<file path="config.mk">
export PLATFORM = sky130hd
export DESIGN_NAME = load_store_endian_lane_unit
export DESIGN_NICKNAME = d
export VERILOG_FILES = /design/src/lane_unit_pkg.sv /design/src/addr_map.sv /design/src/lane_steer.sv /design/src/load_store_endian_lane_unit.sv
export VERILOG_INCLUDE_DIRS = /design/src /design/src/src
export SDC_FILE = /design/constraint.sdc
export NUM_CORES = 1
export LEC_CHECK = 0
export BUFFER_PORTS_ARGS = -buffer_cell sky130_fd_sc_hd__buf_2
export CORE_AREA = 4 4 164 166
export CTS_BUF_LIST = sky130_fd_sc_hd__clkbuf_8
export DETAILED_ROUTE_END_ITERATION = 16
export DIE_AREA = 0 0 168 170
export HOLD_SLACK_MARGIN = 0.02
export PLACE_DENSITY = 0.77
export SLEW_MARGIN = 20
export SYNTH_ARGS = -nofsm -noshare
export SYNTH_HDL_FRONTEND = slang
export SYNTH_SLANG_ARGS = --single-unit
</file>
<file path="constraint.sdc">
create_clock -name mclk_i -period 4.1 [get_ports mclk_i]
set_input_delay 0 -clock mclk_i [delete_from_list [all_inputs] [get_ports mclk_i]]
set_output_delay 0 -clock mclk_i [all_outputs]
set_load 0.02 [all_outputs]
</file>
<file path="src/lane_unit_defines.svh">
// offsets, field positions, reset values and timing counts for the lane unit
`ifndef LANE_UNIT_DEFINES_SVH
`define LANE_UNIT_DEFINES_SVH

// register offsets, byte addresses on the wishbone slave
`define LU_CTRL_OFFSET 8'h00
`define LU_STATUS_OFFSET 8'h04
`define LU_MAP_OFFSET 8'h08
`define LU_ERRCNT_OFFSET 8'h0c

// control register fields
`define LU_CTRL_SWAP_BIT 0
`define LU_CTRL_RESET 1'b0

// status register fields
`define LU_STAT_MEM_ENDIAN_BIT 0
`define LU_STAT_EFF_ENDIAN_BIT 1
`define LU_STAT_CAPTURED_BIT 2
`define LU_STAT_BUSY_BIT 3

// map register fields
`define LU_MAP_PAGE_LSB 0
`define LU_MAP_PAGE_MSB 3
`define LU_MAP_RESET 4'h0

// strap capture
`define LU_ENDIAN_RESET 1'b0
`define LU_STRAP_SETTLE_CYCLES 2'h3

// general register zero
`define LU_ZERO_REG 5'h00

`endif

</file>
<file path="src/lane_unit_pkg.sv">
// types shared by the lane unit modules
package lane_unit_pkg;

    typedef enum logic [1:0] {
        SIZE_BYTE = 2'h0,
        SIZE_HALF = 2'h1,
        SIZE_TRIPLE = 2'h2,
        SIZE_WORD = 2'h3
    } access_size_t;

    typedef enum logic [1:0] {
        ST_IDLE,
        ST_MEM,
        ST_INTERLOCK
    } lsu_state_t;

endpackage

</file>
<file path="src/addr_map.sv">
// virtual to physical address mapping
`timescale 1ns/1ns
module addr_map
    import lane_unit_pkg::*;
#(
    parameter int ADDR_W = 32
) (
    // mapping inputs
    input wire logic [ADDR_W-1:0] virtual_addr_i,
    input wire logic [3:0] page_i,
    // mapped address
    output logic [ADDR_W-1:0] physical_addr_o
);

    logic [3:0] top_sum;

    // kernel half is direct mapped, user half relocated by page
    always_comb begin
        top_sum = 4'(virtual_addr_i[ADDR_W-1:ADDR_W-4] + page_i);
        if (virtual_addr_i[ADDR_W-1]) begin
            physical_addr_o = {3'h0, virtual_addr_i[ADDR_W-4:0]};
        end else begin
            physical_addr_o = {top_sum, virtual_addr_i[ADDR_W-5:0]};
        end
    end

endmodule

</file>
<file path="src/lane_steer.sv">
// byte lane selection and data steering for one access
`timescale 1ns/1ns
module lane_steer
    import lane_unit_pkg::*;
(
    // access description
    input wire logic [1:0] size_i,
    input wire logic [1:0] addr_lo_i,
    input wire logic big_endian_i,
    input wire logic load_signed_i,
    // data
    input wire logic [31:0] store_data_i,
    input wire logic [31:0] mem_rdata_i,
    // results
    output logic [3:0] byte_en_o,
    output logic [31:0] mem_wdata_o,
    output logic [31:0] load_data_o,
    output logic addr_err_o
);

    // bit k set for byte number k; bit 4 flags an illegal pair
    function automatic logic [4:0] byte_pick(input logic [1:0] size, input logic [1:0] lo);
        logic [4:0] r;
        r = 5'h10;
        unique case (access_size_t'(size))
            SIZE_WORD: if (lo == 2'h0) r = 5'h0f;
            SIZE_TRIPLE: begin
                if (lo == 2'h0) r = 5'h07;
                if (lo == 2'h1) r = 5'h0e;
            end
            SIZE_HALF: begin
                if (lo == 2'h0) r = 5'h03;
                if (lo == 2'h2) r = 5'h0c;
            end
            SIZE_BYTE: r = {1'b0, 4'(4'h1 << lo)};
        endcase
        return r;
    endfunction

    logic [4:0] pick;
    logic [1:0] shift_bytes;
    logic [31:0] keep_mask;
    logic [31:0] raw;
    logic sign_bit;

    assign pick = byte_pick(size_i, addr_lo_i);
    assign addr_err_o = pick[4];

    // lane j carries byte j little endian, byte 3-j big endian
    genvar j;
    generate
        for (j = 0; j < 4; j++) begin : g_lane
            assign byte_en_o[j] = !pick[4] && (big_endian_i ? pick[3-j] : pick[j]);
        end
    endgenerate

    always_comb begin
        shift_bytes = big_endian_i ? 2'(2'h3 - addr_lo_i - size_i) : addr_lo_i;
        keep_mask = 32'hffff_ffff >> {2'(2'h3 - size_i), 3'h0};
        raw = (mem_rdata_i >> {shift_bytes, 3'h0}) & keep_mask;
        sign_bit = raw[{size_i, 3'h7}];
        load_data_o = raw;
        if (load_signed_i && sign_bit) begin
            load_data_o = raw | ~keep_mask;
        end
        mem_wdata_o = (store_data_i & keep_mask) << {shift_bytes, 3'h0};
    end

endmodule

</file>
<file path="src/load_store_endian_lane_unit.sv">
// load/store endian and byte lane unit with wishbone control registers
//
// Local design decisions: the Wishbone slave port and the placing of the registers.
`timescale 1ns/1ns
`include "lane_unit_defines.svh"
module load_store_endian_lane_unit
    import lane_unit_pkg::*;
#(
    parameter int ADDR_W = 32,
    parameter int ERRCNT_W = 16
) (
    // clock, reset, enable
    input wire logic mclk_i,
    input wire logic nrst_i,
    input wire logic ce_i,
    // endian strap pin
    input wire logic endian_strap_i,
    // wishbone slave
    input wire logic wb_cyc_i,
    input wire logic wb_stb_i,
    input wire logic wb_we_i,
    input wire logic [7:0] wb_adr_i,
    input wire logic [3:0] wb_sel_i,
    input wire logic [31:0] wb_dat_i,
    output logic [31:0] wb_dat_o,
    output logic wb_ack_o,
    // pipeline request
    input wire logic req_valid_i,
    input wire logic req_load_i,
    input wire logic req_signed_i,
    input wire logic [1:0] req_size_i,
    input wire logic [ADDR_W-1:0] virtual_addr_i,
    input wire logic [31:0] store_data_i,
    input wire logic [4:0] dest_reg_i,
    input wire logic user_mode_i,
    input wire logic [4:0] next_src_a_i,
    input wire logic [4:0] next_src_b_i,
    output logic req_done_o,
    output logic stall_o,
    output logic addr_error_o,
    // writeback
    output logic wb_valid_o,
    output logic [4:0] wb_reg_o,
    output logic [31:0] wb_data_o,
    // immediate forming
    input wire logic [15:0] imm_i,
    output logic [31:0] imm_sext_o,
    output logic [31:0] imm_upper_o,
    // endian state
    output logic memory_endian_o,
    output logic effective_endian_o,
    // memory side
    input wire logic cache_enable_i,
    input wire logic mem_ack_i,
    input wire logic [31:0] mem_rdata_i,
    output logic mem_req_o,
    output logic mem_we_o,
    output logic [ADDR_W-1:0] physical_addr_o,
    output logic [3:0] byte_en_o,
    output logic [31:0] mem_wdata_o,
    output logic cache_fill_o,
    output logic [31:0] cache_fill_data_o
);

    // strap synchroniser and capture
    logic [2:0] strap_sync_reg;
    logic [1:0] settle_reg, settle_next;
    logic captured_reg, captured_next;
    logic memory_endian_setting_reg, memory_endian_setting_next;

    always_comb begin
        settle_next = settle_reg;
        captured_next = captured_reg;
        memory_endian_setting_next = memory_endian_setting_reg;
        if (settle_reg != `LU_STRAP_SETTLE_CYCLES) begin
            settle_next = 2'(settle_reg + 2'h1);
        end else if (!captured_reg && strap_sync_reg[1] == strap_sync_reg[2]) begin
            captured_next = 1'b1;
            memory_endian_setting_next = strap_sync_reg[2];
        end
    end

    always_ff @(posedge mclk_i or negedge nrst_i) begin
        if (!nrst_i) begin
            strap_sync_reg <= 3'h0;
            settle_reg <= 2'h0;
            captured_reg <= 1'b0;
            memory_endian_setting_reg <= `LU_ENDIAN_RESET;
        end else if (ce_i) begin
            strap_sync_reg <= {strap_sync_reg[1:0], endian_strap_i};
            settle_reg <= settle_next;
            captured_reg <= captured_next;
            memory_endian_setting_reg <= memory_endian_setting_next;
        end
    end

    // wishbone register file
    logic user_swap_enable_bit_reg, user_swap_enable_bit_next;
    logic [3:0] map_page_reg, map_page_next;
    logic [ERRCNT_W-1:0] errcnt_reg, errcnt_next;
    logic ack_reg, ack_next;
    logic [31:0] rdata_reg, rdata_next;
    logic bus_write;
    lsu_state_t state_reg, state_next;

    assign bus_write = wb_cyc_i && wb_stb_i && wb_we_i && ack_reg;

    always_comb begin
        user_swap_enable_bit_next = user_swap_enable_bit_reg;
        map_page_next = map_page_reg;
        errcnt_next = errcnt_reg;
        ack_next = wb_cyc_i && wb_stb_i && !ack_reg;
        rdata_next = 32'h0;
        if (bus_write && wb_adr_i == `LU_CTRL_OFFSET && wb_sel_i[0]) begin
            user_swap_enable_bit_next = wb_dat_i[`LU_CTRL_SWAP_BIT];
        end
        if (bus_write && wb_adr_i == `LU_MAP_OFFSET && wb_sel_i[0]) begin
            map_page_next = wb_dat_i[`LU_MAP_PAGE_MSB:`LU_MAP_PAGE_LSB];
        end
        // a write of any value clears the counter; a new error wins
        if (bus_write && wb_adr_i == `LU_ERRCNT_OFFSET) begin
            errcnt_next = '0;
        end
        if (addr_error_o && ce_i) begin
            errcnt_next = (errcnt_reg == '1) ? errcnt_reg : ERRCNT_W'(errcnt_reg + 1'b1);
        end
        unique case (wb_adr_i)
            `LU_CTRL_OFFSET: rdata_next[`LU_CTRL_SWAP_BIT] = user_swap_enable_bit_reg;
            `LU_STATUS_OFFSET: begin
                rdata_next[`LU_STAT_MEM_ENDIAN_BIT] = memory_endian_setting_reg;
                rdata_next[`LU_STAT_EFF_ENDIAN_BIT] = effective_endian_o;
                rdata_next[`LU_STAT_CAPTURED_BIT] = captured_reg;
                rdata_next[`LU_STAT_BUSY_BIT] = state_reg != ST_IDLE;
            end
            `LU_MAP_OFFSET: rdata_next[`LU_MAP_PAGE_MSB:`LU_MAP_PAGE_LSB] = map_page_reg;
            `LU_ERRCNT_OFFSET: rdata_next[ERRCNT_W-1:0] = errcnt_reg;
            default: rdata_next = 32'h0;
        endcase
    end

    always_ff @(posedge mclk_i or negedge nrst_i) begin
        if (!nrst_i) begin
            user_swap_enable_bit_reg <= `LU_CTRL_RESET;
            map_page_reg <= `LU_MAP_RESET;
            errcnt_reg <= '0;
            ack_reg <= 1'b0;
            rdata_reg <= 32'h0;
        end else if (ce_i) begin
            user_swap_enable_bit_reg <= user_swap_enable_bit_next;
            map_page_reg <= map_page_next;
            errcnt_reg <= errcnt_next;
            ack_reg <= ack_next;
            rdata_reg <= rdata_next;
        end
    end

    assign wb_ack_o = ack_reg;
    assign wb_dat_o = rdata_reg;

    // endian selection
    logic user_endian_swap;
    assign user_endian_swap = user_swap_enable_bit_reg && user_mode_i;
    assign effective_endian_o = memory_endian_setting_reg ^ user_endian_swap;
    assign memory_endian_o = memory_endian_setting_reg;

    // request side steering and mapping
    logic [ADDR_W-1:0] mapped_addr;
    logic [3:0] req_byte_en;
    logic [31:0] req_wdata;
    logic req_err;

    addr_map #(.ADDR_W(ADDR_W)) u_map (
        .virtual_addr_i(virtual_addr_i),
        .page_i(map_page_reg),
        .physical_addr_o(mapped_addr)
    );

    lane_steer u_req_lanes (
        .size_i(req_size_i),
        .addr_lo_i(virtual_addr_i[1:0]),
        .big_endian_i(effective_endian_o),
        .load_signed_i(req_signed_i),
        .store_data_i(store_data_i),
        .mem_rdata_i(32'h0),
        .byte_en_o(req_byte_en),
        .mem_wdata_o(req_wdata),
        .load_data_o(),
        .addr_err_o(req_err)
    );

    // access sequencer state
    logic load_reg, load_next;
    logic signed_reg, signed_next;
    logic big_reg, big_next;
    logic [1:0] size_reg, size_next;
    logic [1:0] lo_reg, lo_next;
    logic [4:0] dest_reg, dest_next;
    logic mem_req_reg, mem_req_next;
    logic mem_we_reg, mem_we_next;
    logic [ADDR_W-1:0] paddr_reg, paddr_next;
    logic [3:0] ben_reg, ben_next;
    logic [31:0] wdata_reg, wdata_next;
    logic done_reg, done_next;
    logic err_reg, err_next;
    logic wbv_reg, wbv_next;
    logic [4:0] wbr_reg, wbr_next;
    logic [31:0] wbd_reg, wbd_next;
    logic fill_reg, fill_next;
    logic [31:0] fill_data_reg, fill_data_next;
    logic [31:0] load_value;
    logic use_hit;

    lane_steer u_rsp_lanes (
        .size_i(size_reg),
        .addr_lo_i(lo_reg),
        .big_endian_i(big_reg),
        .load_signed_i(signed_reg),
        .store_data_i(32'h0),
        .mem_rdata_i(mem_rdata_i),
        .byte_en_o(),
        .mem_wdata_o(),
        .load_data_o(load_value),
        .addr_err_o()
    );

    assign use_hit = dest_reg != `LU_ZERO_REG && (next_src_a_i == dest_reg || next_src_b_i == dest_reg);

    always_comb begin
        state_next = state_reg;
        load_next = load_reg;
        signed_next = signed_reg;
        big_next = big_reg;
        size_next = size_reg;
        lo_next = lo_reg;
        dest_next = dest_reg;
        mem_req_next = mem_req_reg;
        mem_we_next = mem_we_reg;
        paddr_next = paddr_reg;
        ben_next = ben_reg;
        wdata_next = wdata_reg;
        done_next = 1'b0;
        err_next = 1'b0;
        wbv_next = 1'b0;
        wbr_next = wbr_reg;
        wbd_next = wbd_reg;
        fill_next = 1'b0;
        fill_data_next = fill_data_reg;
        unique case (state_reg)
            ST_IDLE: begin
                if (req_valid_i && captured_reg) begin
                    if (req_err) begin
                        err_next = 1'b1;
                        done_next = 1'b1;
                    end else begin
                        state_next = ST_MEM;
                        load_next = req_load_i;
                        signed_next = req_signed_i;
                        big_next = effective_endian_o;
                        size_next = req_size_i;
                        lo_next = virtual_addr_i[1:0];
                        dest_next = dest_reg_i;
                        mem_req_next = 1'b1;
                        mem_we_next = !req_load_i;
                        paddr_next = {mapped_addr[ADDR_W-1:2], 2'h0};
                        ben_next = req_byte_en;
                        wdata_next = req_wdata;
                    end
                end
            end
            ST_MEM: begin
                if (mem_ack_i) begin
                    mem_req_next = 1'b0;
                    mem_we_next = 1'b0;
                    done_next = 1'b1;
                    if (load_reg) begin
                        wbv_next = dest_reg != `LU_ZERO_REG;
                        wbr_next = dest_reg;
                        wbd_next = load_value;
                        fill_next = cache_enable_i;
                        fill_data_next = mem_rdata_i;
                    end
                    if (load_reg && use_hit) begin
                        state_next = ST_INTERLOCK;
                    end else begin
                        state_next = ST_IDLE;
                    end
                end
            end
            ST_INTERLOCK: state_next = ST_IDLE;
        endcase
    end

    always_ff @(posedge mclk_i or negedge nrst_i) begin
        if (!nrst_i) begin
            state_reg <= ST_IDLE;
            load_reg <= 1'b0;
            signed_reg <= 1'b0;
            big_reg <= 1'b0;
            size_reg <= 2'h0;
            lo_reg <= 2'h0;
            dest_reg <= 5'h0;
            mem_req_reg <= 1'b0;
            mem_we_reg <= 1'b0;
            paddr_reg <= '0;
            ben_reg <= 4'h0;
            wdata_reg <= 32'h0;
            done_reg <= 1'b0;
            err_reg <= 1'b0;
            wbv_reg <= 1'b0;
            wbr_reg <= 5'h0;
            wbd_reg <= 32'h0;
            fill_reg <= 1'b0;
            fill_data_reg <= 32'h0;
        end else if (ce_i) begin
            state_reg <= state_next;
            load_reg <= load_next;
            signed_reg <= signed_next;
            big_reg <= big_next;
            size_reg <= size_next;
            lo_reg <= lo_next;
            dest_reg <= dest_next;
            mem_req_reg <= mem_req_next;
            mem_we_reg <= mem_we_next;
            paddr_reg <= paddr_next;
            ben_reg <= ben_next;
            wdata_reg <= wdata_next;
            done_reg <= done_next;
            err_reg <= err_next;
            wbv_reg <= wbv_next;
            wbr_reg <= wbr_next;
            wbd_reg <= wbd_next;
            fill_reg <= fill_next;
            fill_data_reg <= fill_data_next;
        end
    end

    assign mem_req_o = mem_req_reg;
    assign mem_we_o = mem_we_reg;
    assign physical_addr_o = paddr_reg;
    assign byte_en_o = ben_reg;
    assign mem_wdata_o = wdata_reg;
    assign req_done_o = done_reg;
    assign addr_error_o = err_reg;
    assign wb_valid_o = wbv_reg;
    assign wb_reg_o = wbr_reg;
    assign wb_data_o = wbd_reg;
    assign cache_fill_o = fill_reg;
    assign cache_fill_data_o = fill_data_reg;
    assign stall_o = state_reg == ST_INTERLOCK;

    // immediate forming
    logic [31:0] sext_reg, sext_next;
    logic [31:0] upper_reg, upper_next;

    always_comb begin
        sext_next = {{16{imm_i[15]}}, imm_i};
        upper_next = {imm_i, 16'h0};
    end

    always_ff @(posedge mclk_i or negedge nrst_i) begin
        if (!nrst_i) begin
            sext_reg <= 32'h0;
            upper_reg <= 32'h0;
        end else if (ce_i) begin
            sext_reg <= sext_next;
            upper_reg <= upper_next;
        end
    end

    assign imm_sext_o = sext_reg;
    assign imm_upper_o = upper_reg;
endmodule

</file>
==> summary.md <==
| Metric | Value |
|---|---|
| Result of the run | finished clean |
| Final Cell Area | 0.0146 sq mm |
| Via count | between 10000 and 15000 |
| Relative slew slack | 0.354 |
| Hold Crit Class | in -> reg |
| # rows | 59 |
| Power per cell area | 604 mW/mm^2 |
| Gpl congestion | 0.899 |
| Met2 track demand over resource | 0.432 |
| Fmax achieved | 0.301 GHz |
| Synthesized cell area | 0.0107 sq mm |
| Critical path class | reg -> reg |
| Post-synth EDFFs | 0 |
| Total gr overflow | 0 |
| Count of max-cap constraint violations | 0 |
| Final count of pins violating max slew | 0 |
| Starting Density | 0.419 |
| Seq cells post-synth | 216 |
| Clk_lat worst skew | 0.54 ns |
| Final antenna-violating net count | 0 |
| GR Util met3 | 0.0567 |
| Largest net degree at the start of global routing | about 120 |
| Chip width | 168 um |
| Post-Place Setup Slack | 1.32 ns |
| Max Root-Sink Buffers | 3 |
| IO buf count | 363 |
| Clk root buf | clkbuf_8 |
| Clock Pin Slew Worst Setup and Hold Paths | 0.06 ns |
| Critical Path Sink Type | register |
| Final setup TNS | 0 ns |
| Final wirelength | between 30 and 40 mm |
| VDD IR max | 0.000371 V |
| Routed vias/inst | 5.22 |
| P&R area growth vs syn | 36.3% |
| RSZ-0062 raised after global routing | false |
| Vias in the first global route | 10700 |
| DRT Pass-1 Iters | 6 |
| Measured slew at the worst slew-check pin | 0.969 ns |
| GR peak layer | met2 |
| Critical Path RT | approximately 4.5 ns |
| Ys async rst share | 1.00 |
| GRT met1 Usage | 0.278 |
| Final nets | 1804 |
| Initial antenna violation count | 0 |
| Ports | 429 |
| Startpoint class of the critical path | register |
| Syn Inst Count | 1136 |
| GRT Total Usage | 0.239 |
| Distinct cells, synth | 72 |
| Main flop type after synthesis | dfrtp_1 |
| TritonCTS clock tree | yes |
| Worst EP arrival | 3.74 ns |
| Area of the core | around 0.026 sq mm |
| Fin Hold WS | 0.0505 ns |
| Fin. Hold Viols | 0 |
| DIE AREA | 0.0286 sq mm |
| Htree depth | 2 |
| Die height | 170 um |
| Pleak | ~7.5 nW |
| Fillers | 2142 |
| # resized after CTS | 0 |
| DRC violations left | 0 |
| # setup viols final | 0 |
| Clock Sinks | around 220 |
| Initial detailed-routing violation count | 750 |
| Seq/Total Area, Yosys | 0.503 |
| Share of post-route cells with drive strength above 1 | 0.291 |
| Final period util | 0.810 |
| Synth Warn # | 0 |
| Final Skew | roughly 0.028 ns |
| First-pass GRT wire length | 56.0 mm |
| Num CTS Buffers | 39 |
| Syn_area_per_cell | roughly 9.5 sq um |
| Crit-path max FO | 25 |
| Tmin final | 3.32 ns |
| Post-DP HPWL | approximately 23 mm |
| Wire length per cell | 18.0 um |
| Post-DP Area | 0.0125 sq mm |
| Final WS setup | slightly below 0.8 ns |
| Power, Total | 0.00884 W |
-- cells in the mapped netlist, types with 2 or more instances --
cell type  instances  area share
nand2_1          328        0.11
dfrtp_1          216        0.50
buf_4             69       0.048
o21ai_0           50       0.023
nor2_1            45       0.016
clkbuf_1          41       0.014
mux2i_1           41       0.038
mux2_2            36       0.038
inv_1             29       0.010
o21ai_1           23       0.011
a21oi_1           21      0.0098
nor3_1            15      0.0070
o22ai_1           13      0.0076
o221ai_1          12      0.0098
and2_1            11      0.0064
nor2b_1           11      0.0064
a211oi_1          10      0.0070
a31oi_1           10      0.0058
ha_1              10       0.012
o21a_1            10      0.0070
xor2_1            10      0.0082
o22a_1             9      0.0073
a221oi_1           8      0.0065
mux2_1             8      0.0084
nand3_1            8      0.0037
o311ai_1           8      0.0065
xnor2_1            8      0.0065
buf_1              6      0.0021
buf_2              6      0.0028
nand4_1            6      0.0035
and3_1             5      0.0029
a22oi_1            4      0.0028
o31ai_1            3      0.0021
a21boi_0           2      0.0014
a221o_1            2      0.0019
a22o_1             2      0.0016
and4_1             2      0.0016
o21bai_1           2      0.0014
or4_1              2      0.0014
xnor2_2            2      0.0030
-- critical path, stage by stage, from the launching register on --
cell and delay, ns:
dfrtp_1 0.41, and3b_1 0.25, nor2_2 0.24, inv_2 0.15, o21ai_4 0.65, buf_4 0.29
mux2_1 0.33, a221oi_1 0.23, dlygate4sd3_1 0.60, nor3_1 0.05
-- layer usage --
| layer | up-vias | wire length [um] |
|---|---|---|
| met3 | 97 | 3160 |
| met5 | - | 0 |
| met2 | 570 | 17900 |
| met1 | 4897 | 13200 |
| met4 | 0 | 1250 |
| li1 | 4713 | - |
-- worst paths after layout --
check / slack (ns) / depth (start not counted) / end / start
worst max-delay path: 0.78 / 9 / mem_wdata_o[19]$_DFFE_PN0P_ / memory_endian_o$_DFFE_PN0P_
worst min-delay path: 0.05 / 4 / errcnt_reg[3]$_DFFE_PN0P_ / wb_adr_i[2]
worst max register to register: 0.78 / 9 / mem_wdata_o[19]$_DFFE_PN0P_ / memory_endian_o$_DFFE_PN0P_
worst min register to register: 0.47 / 2 / physical_addr_o[17]$_DFFE_PN0P_ / physical_addr_o[17]$_DFFE_PN0P_
max in group asynchronous: 2.91 / 3 / lo_reg[1]$_DFFE_PN0P_ / nrst_i
min in group asynchronous: 0.16 / 2 / physical_addr_o[7]$_DFFE_PN0P_ / nrst_i
-- placed cells by master, fill, tap and decap left out, types with 3 or more instances in the layout --
cell | netlist | routed
a211oi_1 | 10 | 10
a21oi_1 | 21 | 21
a221oi_1 | 8 | 8
a22oi_1 | 4 | 4
a31oi_1 | 10 | 10
and2_1 | 11 | 11
and3_1 | 5 | 5
buf_2 | 6 | 362
buf_4 | 69 | 9
clkbuf_8 | 0 | 43
conb_1 | 1 | 34
dfrtp_1 | 216 | 216
dlygate4sd3_1 | 0 | 147
ha_1 | 10 | 10
inv_1 | 29 | 47
mux2_1 | 8 | 8
mux2_2 | 36 | 36
mux2i_1 | 41 | 41
nand2_1 | 328 | 328
nand3_1 | 8 | 8
nand4_1 | 6 | 6
nor2_1 | 45 | 44
nor2b_1 | 11 | 11
nor3_1 | 15 | 15
o21a_1 | 10 | 10
o21ai_0 | 50 | 50
o21ai_1 | 23 | 23
o221ai_1 | 12 | 12
o22a_1 | 9 | 9
o22ai_1 | 13 | 13
o311ai_1 | 8 | 8
o31ai_1 | 3 | 3
xnor2_1 | 8 | 8
xor2_1 | 10 | 10
-- area by class of cell --
cell class / count / area, sq um / area share
Clock buffer: 43 / 592 / 0.0404
Tap cell: 335 / 419 / 0.0286
Timing Repair Buffer: 520 / 3390 / 0.231
Sequential cell: 216 / 5410 / 0.369
Multi-Input combinational cell: 800 / 4620 / 0.316
Clock inverter: 22 / 93.8 / 0.00641
Antenna cell: 1 / 2.50 / 0.000171
Inverter: 30 / 113 / 0.00769
-- cells by family (layout without fill, tap and decap cells) --
group	Yosys count	count (layout)	synth area share
xor gates and xnor gates	21	21	0.0192
DFF	216	216	0.503
muxes	87	87	0.0879
AOI/OAI and AO/OA	202	202	0.124
buffers and inverters	153	615	0.0790
adders and majority gates	11	11	0.0135
and+or+nand+nor	445	445	0.172
other	1	35	0.000349
-- stage by stage --
stage	utilization	cells
3_5_place_dp	0.487	1754
6_report	0.571	1967
3_3_place_gp	0.487	1754
4_1_cts	0.571	1966
2_1_floorplan	-	1169
5_1_grt	0.571	1966
-- where the power goes --
part,switching (W),leakage [nW],internal [W]
clock network,0.000881,0.418,0.000955
logic,0.00230,4.36,0.00134
registers,0.000502,2.75,0.00286
total,0.00368,7.52,0.00516
-- what timing repair did --
action | CTS | global route
hold buffers | 147 | 0
buffers inserted | 0 | 0
endpoints found under the hold margin | 299 | 0
Note: power is estimated with default switching activity, not from simulation.
